### src/ubg_pkg.sv
// ubg_pkg: register map, field layout and timing constants for the baud generator control.
// assumes: 8-bit special function register access; one 10 MHz system clock.
package ubg_pkg;

	localparam logic [7:0] BAUD_CTRL_ADDR    = 8'hAC;
	localparam logic [7:0] SER_BUF_ADDR      = 8'hD3;
	localparam logic [7:0] BAUD_CTRL_RESET   = 8'h00;
	localparam int         RUN_BIT           = 6;
	localparam int         PS_LSB            = 0;
	localparam logic [7:0] BAUD_CTRL_RD_MASK = 8'h43;

	localparam logic [1:0] PS_DIV12 = 2'h0;
	localparam logic [1:0] PS_DIV4  = 2'h1;
	localparam logic [1:0] PS_DIV48 = 2'h2;
	localparam logic [1:0] PS_DIV1  = 2'h3;

	localparam logic [5:0] DIV12_CNT = 6'h0C;
	localparam logic [5:0] DIV4_CNT  = 6'h04;
	localparam logic [5:0] DIV48_CNT = 6'h30;
	localparam logic [5:0] DIV1_CNT  = 6'h01;

	localparam int RX_FIFO_DEPTH = 3;

	typedef struct packed {
		logic       run;
		logic [1:0] prescale;
	} ubg_ctrl_t;

	typedef enum logic [1:0] {
		TX_IDLE = 2'b00,
		TX_HELD = 2'b01,
		TX_SHIFT = 2'b11
	} ubg_tx_state_t;

	function automatic logic [5:0] prescale_count(input logic [1:0] sel);
		unique case (sel)
			PS_DIV12: prescale_count = DIV12_CNT;
			PS_DIV4:  prescale_count = DIV4_CNT;
			PS_DIV48: prescale_count = DIV48_CNT;
			PS_DIV1:  prescale_count = DIV1_CNT;
		endcase
	endfunction

endpackage

### src/ubg_baud_ctrl.sv
// ubg_baud_ctrl: baud generator control register, prescaler and data buffer of the
// second serial port.
// assumes: processor side issues single-cycle sfr strobes; serial shifter lives outside.
`timescale 1ns/1ps
module ubg_baud_ctrl
	import ubg_pkg::*;
#(
	parameter int RX_DEPTH = RX_FIFO_DEPTH
) (
	// clock and reset
	input  wire logic       clk_sys,
	input  wire logic       nrst,
	// sfr access
	input  wire logic [7:0] sfrAddr,
	input  wire logic       sfrWr,
	input  wire logic       sfrRd,
	input  wire logic [7:0] sfrWrData,
	output logic      [7:0] sfrRdData,
	// baud timing
	output logic            baudTick,
	output logic            portEnable,
	// transmit shifter
	output logic            txLoad,
	output logic      [7:0] txByte,
	input  wire logic       txShiftDone,
	// receive shifter
	input  wire logic       rxValid,
	input  wire logic [7:0] rxByte,
	output logic            rxFull
);
	ubg_ctrl_t     ctrl_q;
	logic [5:0]    preCnt_q;
	logic [7:0]    hold_q;
	ubg_tx_state_t txState_q;
	logic [7:0]    fifoHead;
	logic          fifoNotEmpty;
	logic          fifoFull;
	logic          wrCtrl;
	logic          wrBuf;
	logic          rdBuf;
	logic          rdCtrl;
	logic          txPend_q;
	logic          steadyRun_q;

	// one address compare for every strobe keeps the map in a single place
	function automatic logic sfr_hit(input logic strobe, input logic [7:0] addr,
			input logic [7:0] target);
		sfr_hit = strobe && (addr == target);
	endfunction

	assign wrCtrl = sfr_hit(sfrWr, sfrAddr, BAUD_CTRL_ADDR);
	assign wrBuf  = sfr_hit(sfrWr, sfrAddr, SER_BUF_ADDR);
	assign rdBuf  = sfr_hit(sfrRd, sfrAddr, SER_BUF_ADDR);
	assign rdCtrl = sfr_hit(sfrRd, sfrAddr, BAUD_CTRL_ADDR);

	// reserved bits are simply not stored, so they cannot read back set
	always_ff @(posedge clk_sys) begin
		if (!nrst) begin
			ctrl_q <= ubg_ctrl_t'({BAUD_CTRL_RESET[RUN_BIT], BAUD_CTRL_RESET[PS_LSB +: 2]});
		end else if (wrCtrl) begin
			ctrl_q.run      <= sfrWrData[RUN_BIT];
			ctrl_q.prescale <= sfrWrData[PS_LSB +: 2];
		end
	end

	// divider restarts on disable so the first tick is a full period
	always_ff @(posedge clk_sys) begin
		if (!nrst || !ctrl_q.run) begin
			preCnt_q <= 6'h00;
			baudTick <= 1'b0;
		end else if (preCnt_q >= prescale_count(ctrl_q.prescale) - 6'h01) begin
			preCnt_q <= 6'h00;
			baudTick <= 1'b1;
		end else begin
			preCnt_q <= preCnt_q + 6'h01;
			baudTick <= 1'b0;
		end
	end

	always_ff @(posedge clk_sys) begin
		if (!nrst) portEnable <= 1'b0;
		else portEnable <= ctrl_q.run;
	end

	always_ff @(posedge clk_sys) begin
		if (!nrst) hold_q <= 8'h00;
		else if (wrBuf) hold_q <= sfrWrData;
	end

	// one held byte plus one in the shifter; a write while held overwrites it
	always_ff @(posedge clk_sys) begin
		if (!nrst) begin
			txState_q <= TX_IDLE;
			txLoad    <= 1'b0;
			txByte    <= 8'h00;
		end else begin
			txLoad <= 1'b0;
			unique case (txState_q)
				TX_IDLE: if (wrBuf) txState_q <= TX_HELD;
				TX_HELD: if (ctrl_q.run) begin
					txLoad    <= 1'b1;
					txByte    <= hold_q;
					txState_q <= TX_SHIFT;
				end
				TX_SHIFT: if (txShiftDone) txState_q <= (wrBuf || txPend_q) ? TX_HELD : TX_IDLE;
				default: txState_q <= TX_IDLE;
			endcase
		end
	end

	// a byte written while the shifter is busy waits for the next free slot
	always_ff @(posedge clk_sys) begin
		if (!nrst) txPend_q <= 1'b0;
		else if (txState_q == TX_SHIFT && txShiftDone) txPend_q <= 1'b0;
		else if (wrBuf && (txState_q == TX_SHIFT || (txState_q == TX_HELD && ctrl_q.run)))
			txPend_q <= 1'b1;
	end

	ubg_rx_fifo #(
		.DEPTH (RX_DEPTH)
	) u_rx_fifo (
		.clk_sys  (clk_sys),
		.nrst     (nrst),
		.push     (rxValid && ctrl_q.run),
		.pushData (rxByte),
		.pop      (rdBuf),
		.headData (fifoHead),
		.notEmpty (fifoNotEmpty),
		.full     (fifoFull)
	);

	always_ff @(posedge clk_sys) begin
		if (!nrst) rxFull <= 1'b0;
		else rxFull <= fifoFull;
	end

	// read data is registered: valid the cycle after the read strobe
	always_ff @(posedge clk_sys) begin
		if (!nrst) sfrRdData <= 8'h00;
		else if (rdCtrl)
			sfrRdData <= {1'b0, ctrl_q.run, 4'h0, ctrl_q.prescale};
		else if (rdBuf) sfrRdData <= fifoNotEmpty ? fifoHead : 8'h00;
		else sfrRdData <= 8'h00;
	end

	logic [5:0] tickGap_q;
	always_ff @(posedge clk_sys) begin
		if (!nrst || !ctrl_q.run || baudTick) tickGap_q <= 6'h00;
		else tickGap_q <= tickGap_q + 6'h01;
	end

	// a period is only judged when no control write fell inside it
	always_ff @(posedge clk_sys) begin
		if (!nrst || wrCtrl) steadyRun_q <= 1'b0;
		else if (baudTick) steadyRun_q <= 1'b1;
	end
endmodule

### src/ubg_rx_fifo.sv
// ubg_rx_fifo: small receive byte store with registered read data.
// assumes: nothing of the caller; a push when full and a pop when empty are ignored.
`timescale 1ns/1ps
module ubg_rx_fifo #(
	parameter int DEPTH = 3
) (
	// clock and reset
	input  wire logic       clk_sys,
	input  wire logic       nrst,
	// write side
	input  wire logic       push,
	input  wire logic [7:0] pushData,
	// read side
	input  wire logic       pop,
	output logic      [7:0] headData,
	output logic            notEmpty,
	output logic            full
);
	localparam int AW = $clog2(DEPTH + 1);
	logic [7:0]    mem_q [DEPTH];
	logic [AW-1:0] wrPtr_q;
	logic [AW-1:0] rdPtr_q;
	logic [AW-1:0] count_q;

	function automatic logic [AW-1:0] wrap(input logic [AW-1:0] p);
		wrap = (p == AW'(DEPTH - 1)) ? '0 : p + AW'(1);
	endfunction

	always_ff @(posedge clk_sys) begin
		if (!nrst) begin
			wrPtr_q <= '0;
			rdPtr_q <= '0;
			count_q <= '0;
		end else begin
			if (push && !full) wrPtr_q <= wrap(wrPtr_q);
			if (pop && notEmpty) rdPtr_q <= wrap(rdPtr_q);
			if ((push && !full) && !(pop && notEmpty)) count_q <= count_q + AW'(1);
			else if (!(push && !full) && (pop && notEmpty)) count_q <= count_q - AW'(1);
		end
	end

	always_ff @(posedge clk_sys) begin
		if (push && !full) mem_q[wrPtr_q] <= pushData;
	end

	// registered head keeps the read path off the memory array
	always_ff @(posedge clk_sys) begin
		if (!nrst) headData <= 8'h00;
		else headData <= mem_q[(pop && notEmpty) ? wrap(rdPtr_q) : rdPtr_q];
	end

	assign notEmpty = (count_q != '0);
	assign full     = (count_q == AW'(DEPTH));
endmodule
### config.mk
export PLATFORM = sky130hd
export DESIGN_NAME = ubg_baud_ctrl
export DESIGN_NICKNAME = d
export VERILOG_FILES = /design/src/ubg_pkg.sv /design/src/ubg_baud_ctrl.sv /design/src/ubg_rx_fifo.sv
export SDC_FILE = /design/constraint.sdc
export NUM_CORES = 1
export LEC_CHECK = 0
export ABC_AREA = 0
export BUFFER_PORTS_ARGS = -buffer_cell sky130_fd_sc_hd__buf_2
export CORE_MARGIN = 10
export CORE_UTILIZATION = 40
export CTS_CLUSTER_DIAMETER = 80
export DETAILED_ROUTE_END_ITERATION = 12
export GPL_TIMING_DRIVEN = 0
export PLACE_DENSITY = 0.68
export REMOVE_ABC_BUFFERS = 1
export SETUP_SLACK_MARGIN = 0.5
export SYNTH_ARGS = -nofsm -noshare
export SYNTH_HDL_FRONTEND = slang
export SYNTH_SLANG_ARGS = --single-unit
### constraint.sdc
create_clock -name clk_sys -period 2.65 [get_ports clk_sys]
set_clock_uncertainty 0.2 [all_clocks]
set_input_delay 0.1325 -clock clk_sys [delete_from_list [all_inputs] [get_ports clk_sys]]
set_output_delay 0.1325 -clock clk_sys [all_outputs]
set_load 0.05 [all_outputs]
* Word-level counts from Yosys, hierarchy flattened
Memory sizes are Yosys's and may differ from the RTL's. A register that Yosys moved wholly into a read port is not among the register bits.
Index checks and enable logic that the tools add are counted.
** Word-level totals
- Output and inout port bits :: 20
- Input port bits :: 30
- Flip-flop bits (word level) :: 46
- Word-level logic and storage cells :: 90
- RAM bits :: 24
- Memories kept :: 1
** Operators by class
- Multiplexer cells :: 19
- Reduce and logical (&&, ||, !) cells :: 31
- $add $sub $neg :: 6
- Equality and inequality tests :: 13
- $lt $le $gt $ge :: 1
- Bitwise gates (word level) :: 3
** Memories
- u_rx_fifo.mem_q :: depth 3, width 8, read ports 1, clocked after Yosys merged registers in 1, wr ports 1, RTL line ubg_rx_fifo.sv:20 : logic [7:0] mem_q [DEPTH];
** Operator list (number)
- case mux 6 bit (4 select lines) :: 1
- 2-to-1 mux 7 bit :: 3
- equality test 8 bit, second input constant :: 2
- 2-to-1 mux 2 bit :: 8
- equality test 2 bit, second input constant :: 6
- logical AND 1 bit :: 12
- adder 2 x 1 -> 2 bit, second input constant :: 3
- adder 6 x 1 -> 6 bit, second input constant :: 1
- >= comparator 6 bit :: 1
- zero test 1 bit :: 6
- 2-to-1 mux 6 bit :: 1
- != test 2 bit, second input constant :: 3
- case mux 2 bit (3 select lines) :: 1
- subtractor 6 x 1 -> 6 bit, second input constant :: 1
- 2-to-1 mux 1 bit :: 5
- equality test 2 x 1 -> 1 bit, second input constant :: 2
- zero test 2 bit :: 2
- AND reduction 2 bit :: 2
- nonzero test 2 bit :: 2
- OR reduction 2 bit :: 2
- OR reduction 4 bit :: 1
- logical OR 1 bit :: 3
- inverter 1 bit :: 3
- AND reduction 3 bit :: 1
- subtractor 2 x 1 -> 2 bit, second input constant :: 1

* Longest topological paths before layout
- Depth after elaboration :: 7
- Gate-level depth with buffers :: 8
- Mapped depth without buffers :: 7

* Hierarchy
Synthesis repeated with hierarchy kept, for this count alone.
** Unflattened totals
- Cell total of the unflattened synthesis :: 301
- Area, all modules :: 3241.9 µm²
** By module, submodules not included
- ubg_baud_ctrl :: instances 1, cells each 168, area each 1627.8 µm², seq. area each 800.8 µm²
- ubg_rx_fifo :: instances 1, cells each 133, area each 1614.0 µm², seq. area each 1001.0 µm²

* Least setup slack after synthesis
Ideal clock, no wire load.
- Path kind :: in2reg
- Start point :: in sfrAddr[2]
- End point :: reg u_rx_fifo.count_q[1]
- Data required time :: 2380 ps
- Buffers on the path :: 1
- Slack :: 297 ps
- Library setup time :: 70 ps
- Arrival :: 2082 ps
- Stages :: 7
- Cell sequence :: or4b_4 -> nor3_4 -> buf_6 -> inv_1 -> ha_1 -> or3_1 -> a21oi_1
** On the way
- Word-level cells in the longest chain between the ends :: 6
- Elaborated cells on any way between the ends :: 8
- Classes of those cells :: eq/ne (1); mux (1); reduce/logical (6)
** Ends and longest elaborated chain
- from (decl) :: RTL line ubg_baud_ctrl.sv:14 : input wire logic [7:0] sfrAddr,
- equality test 8 bit * :: RTL line ubg_baud_ctrl.sv:48 : sfr_hit = strobe && (addr == target);
- logical AND 1 bit * :: RTL line ubg_baud_ctrl.sv:48
- logical AND 1 bit * :: RTL line ubg_rx_fifo.sv:37, ubg_rx_fifo.sv:38
- zero test 1 bit :: RTL line ubg_rx_fifo.sv:37 : if ((push && !full) && !(pop && notEmpty)) count_q <= count_q + AW'(1);
- logical AND 1 bit :: RTL line ubg_rx_fifo.sv:37
- 2-to-1 mux 2 bit or nonzero test 2 bit (tied branches)
- to (signal assigned) :: RTL line ubg_rx_fifo.sv:37
- to (signal assigned) :: RTL line ubg_rx_fifo.sv:38 : else if (!(push && !full) && (pop && notEmpty)) count_q <= count_q - AW'(1);
- to (decl) :: RTL line ubg_rx_fifo.sv:23 : logic [AW-1:0] count_q;
Every way passes the cells marked *; elsewhere a longest branch is shown, timed or not.
A chain may end at the register's enable or synchronous reset.

* Final worst setup path
- Start point :: in sfrAddr[2]
- End point :: reg u_rx_fifo.headData[0] (read register of u_rx_fifo.mem_q)
** On the way
- Word-level cells in the longest chain between the ends :: 4
** Ends and longest elaborated chain
- equality test 8 bit :: RTL line ubg_baud_ctrl.sv:48
- logical AND 1 bit :: RTL line ubg_baud_ctrl.sv:48
- logical AND 1 bit :: RTL line ubg_rx_fifo.sv:49 : else headData <= mem_q[(pop && notEmpty) ? wrap(rdPtr_q) : rdPtr_q];
- 2-to-1 mux 2 bit
- to (decl) :: RTL line ubg_rx_fifo.sv:15 : output logic [7:0] headData,
No other way between the ends.

==> results.sh <==
export IMPL_status="finished, final reports clean"
export IMPL_synthSimpleGateAreaFrac_pct=16.8
export IMPL_worstSkewPairLatency_ps=340
export IMPL_reg2reg_slack_ps=610
export IMPL_synthTopCellsByArea="dfxtp_1 (35%), edfxtp_1 (23%), mux2i_1 (3.8%), ha_1 (3.2%), nor2_1 (3.0%)"
export IMPL_finalSetupViolCount=0
export IMPL_drv_cap=0
export IMPL_syn_area_per_cell_um2=11.3
export IMPL_powerDensity_nw_per_um2=520
export IMPL_syn_instance_count=276
export IMPL_core_area_um2=7650
export IMPL_ys_types=41
export IMPL_period_share_pct=79.3
export IMPL_worstSetupEndpointType="register"
export IMPL_die_h_um=108
export IMPL_synth_area_um2=3130
export IMPL_route_detailed_drc=0
export IMPL_fp_dieW_um=108
export IMPL_worstPathCellList="buf_2, or4b_4, nor3_4, buf_4, mux2_2, a221oi_1, o2bb2ai_1"
export IMPL_final_cell_area_um2=3970
export IMPL_cp_top_family="simple AND/OR/NAND/NOR gates"
export IMPL_grt_max_degree=33
export IMPL_synth_seq_cells=78
export IMPL_gp_congestion=0.728
export IMPL_holdCritPathClass="in2reg"
export IMPL_cts_tree="built"
export IMPL_crit_fanout=6
export IMPL_critPathKind="in2reg"
export IMPL_reg2reg_depth=6
export IMPL_grt_pass1_vias=2322
export IMPL_hold_viol=0
export IMPL_crit_required_ps=2670
export IMPL_critPathArrivalTime_ps=2120
export IMPL_areaGrowthSynthToFinish_pct=26.9
export IMPL_overflow=0
export IMPL_tns_ps=0
export IMPL_wl_per_cell_um=13.9
export IMPL_dp_hpwl_um=4310
export IMPL_max_stage_delay_ps=580
export IMPL_io_buffers=49
export IMPL_synth_edf_count=24
export IMPL_total_power_uw=2070
export IMPL_dr_total_vias=2291
export IMPL_grtUsageTotal_pct=11.5
export IMPL_cts_root_buf="clkbuf_8"
export IMPL_grt_setup_unrepaired="true"
export IMPL_ys_seq_area_share_pct=57.6
export IMPL_synth_top_family_by_area="simple AND/OR/NAND/NOR gates"
export IMPL_max_freq_ghz=0.476
export IMPL_synthArstFlopShare_pct=0
export IMPL_start_util_pct=40.9
export IMPL_slowest_stage="or4b_4"
export IMPL_drt_iter0_drc=87
export IMPL_routed_wl_um=6480
export IMPL_hold_depth=4
export IMPL_synthTopCellsByCount="dfxtp_1 (54), nor2_1 (25), edfxtp_1 (24)"
export IMPL_diodes=0
export IMPL_fill_cells=692
export IMPL_io_pins=50
export IMPL_drt_vias_per_instance=4.92
export IMPL_yosysMostFrequentCell="dfxtp_1"
export IMPL_place_area_um2=3450
export IMPL_cts_buffers=9
export IMPL_yosysTopAreaCellShare_pct=34.6
export IMPL_antenna_found_initial=0
export IMPL_cts_buffer_depth=2
export IMPL_synth_top_area_cell="dfxtp_1"
export IMPL_drive_gt1_share_pct=24.2
export IMPL_slew_viol_final=0
export IMPL_cts_htree_levels=3
export IMPL_grt_pass1_wl_um=10700
export IMPL_synth_compound_area_share_pct=10.7
export IMPL_yosysWarningCount=0
export IMPL_tightest_slew_ps=1060
export IMPL_yosys_most_used_dff="dfxtp_1"
export IMPL_place_ws_ps=-164
export IMPL_clk_pin_slew_ps=70
export IMPL_fin_ws_ps=548
export IMPL_cts_sinks=78
export IMPL_startpoint_type="input port"
export IMPL_maxSlewHeadroom_pct=29.2
export IMPL_post_route_min_period_ps=2100
export IMPL_nNetsFinal=397
export IMPL_cp_depth=7
export IMPL_synthAdderAreaFrac_pct=3.20
export IMPL_synth_xor_area_share_pct=1.68
export IMPL_synth_mux_area_fraction_pct=7.16
export IMPL_firstDrtPassIters=4
export IMPL_ir_worst_vdd_uv=325
export IMPL_leakagePower_uw=0.00165
export IMPL_cp_buffers_inverters=2
export IMPL_rows=32
export IMPL_antenna_left=0
export IMPL_dieArea_um2=11800
## sequential cells by signal, indices dropped and copies added (netlist names)
register	count
sfrRdData	8
portEnable	1
u_rx_fifo.mem_q	24
u_rx_fifo.count_q	2
u_rx_fifo.wrPtr_q	2
u_rx_fifo.rdPtr_q	2
preCnt_q	6
txPend_q	1
u_rx_fifo.headData	8
baudTick	1
rxFull	1
txLoad	1
ctrl_q	3
txByte	8
hold_q	8
txState_q	2
## worst min-delay path, delay by kind of cell
family | cells | cell delay (ps)
buffers and inverters | 1 | 90
AOI/OAI and AO/OA | 1 | 90
and+or+nand+nor | 2 | 260
## through the flow
stage,instances,utilization (%),hold WS [ps]
global placement,417,45.1,129
floorplan,266,-,31.4
global route,466,51.9,131
CTS,465,51.5,56.9
detailed placement,417,45.1,135
finish,466,51.9,72.9
## final cells by class
class | count | area [um2] | area share, %
timing repair buffer | 82 | 577 | 14.5
multi-input combinational | 178 | 1260 | 31.6
clock buffer | 12 | 145 | 3.66
sequential | 78 | 1800 | 45.4
inverter | 10 | 37.5 | 0.945
clock inverter | 4 | 23.8 | 0.599
tap | 102 | 128 | 3.21
## routing by layer
layer | share of wire, % | global-route usage, % | vias up
met1 | 41 | 12.5 | 1065
met5 | 0 | 0 | -
met3 | 5.6 | 3.93 | 7
met4 | 1.1 | 4.24 | 0
li1 | - | - | 1168
met2 | 52 | 20.3 | 51
## worst paths after layout
kind / startpoint / end
worst max-delay path: sfrAddr[2] / u_rx_fifo.headData[0]$_SDFF_PN0_
worst min-delay path: sfrRd / sfrRdData[6]$_SDFF_PN0_
worst max register to register: u_rx_fifo.count_q[1]$_SDFFE_PN0P_ / u_rx_fifo.headData[0]$_SDFF_PN0_
worst min register to register: u_rx_fifo.headData[4]$_SDFF_PN0_ / sfrRdData[4]$_SDFF_PP0_
## power by group
| part | internal, uW | switching, uW | leakage [uW] |
|---|---|---|---|
| clock | 363 | 394 | 0.0000901 |
| combinational | 39.5 | 36.6 | 0.000905 |
| sequential | 1230 | 1.03 | 0.000653 |
| total | 1630 | 431 | 0.00165 |
## cell families after synthesis
group                      count (synthesis)
DFF                                       78
muxes                                     21
other                                      1
AOI/OAI and AO/OA                         48
adders and majority gates                  8
and+or+nand+nor                           94
buffers and inverters                     20
xor gates and xnor gates                   6
## cells in the final DEF, fill, tap and decap left out, types with 9 or more instances in the layout
cell	instances
inv_1	10
nand2_1	18
dlygate4sd3_1	27
buf_2	49
clkbuf_8	10
mux2i_1	12
edfxtp_1	24
dfxtp_1	53
nand3_1	12
a21oi_1	12
nor2b_1	9
nor2_1	24
## timing repair
action                     4_1_cts  5_1_grt
pin swaps                        1        2
buffers inserted                 5        1
hold endpoints to repair        43        0
hold buffers                    27        0
setup endpoints to repair       28       16
gates resized for setup          3        4
No activity file was read; power rests on OpenSTA's default activity.
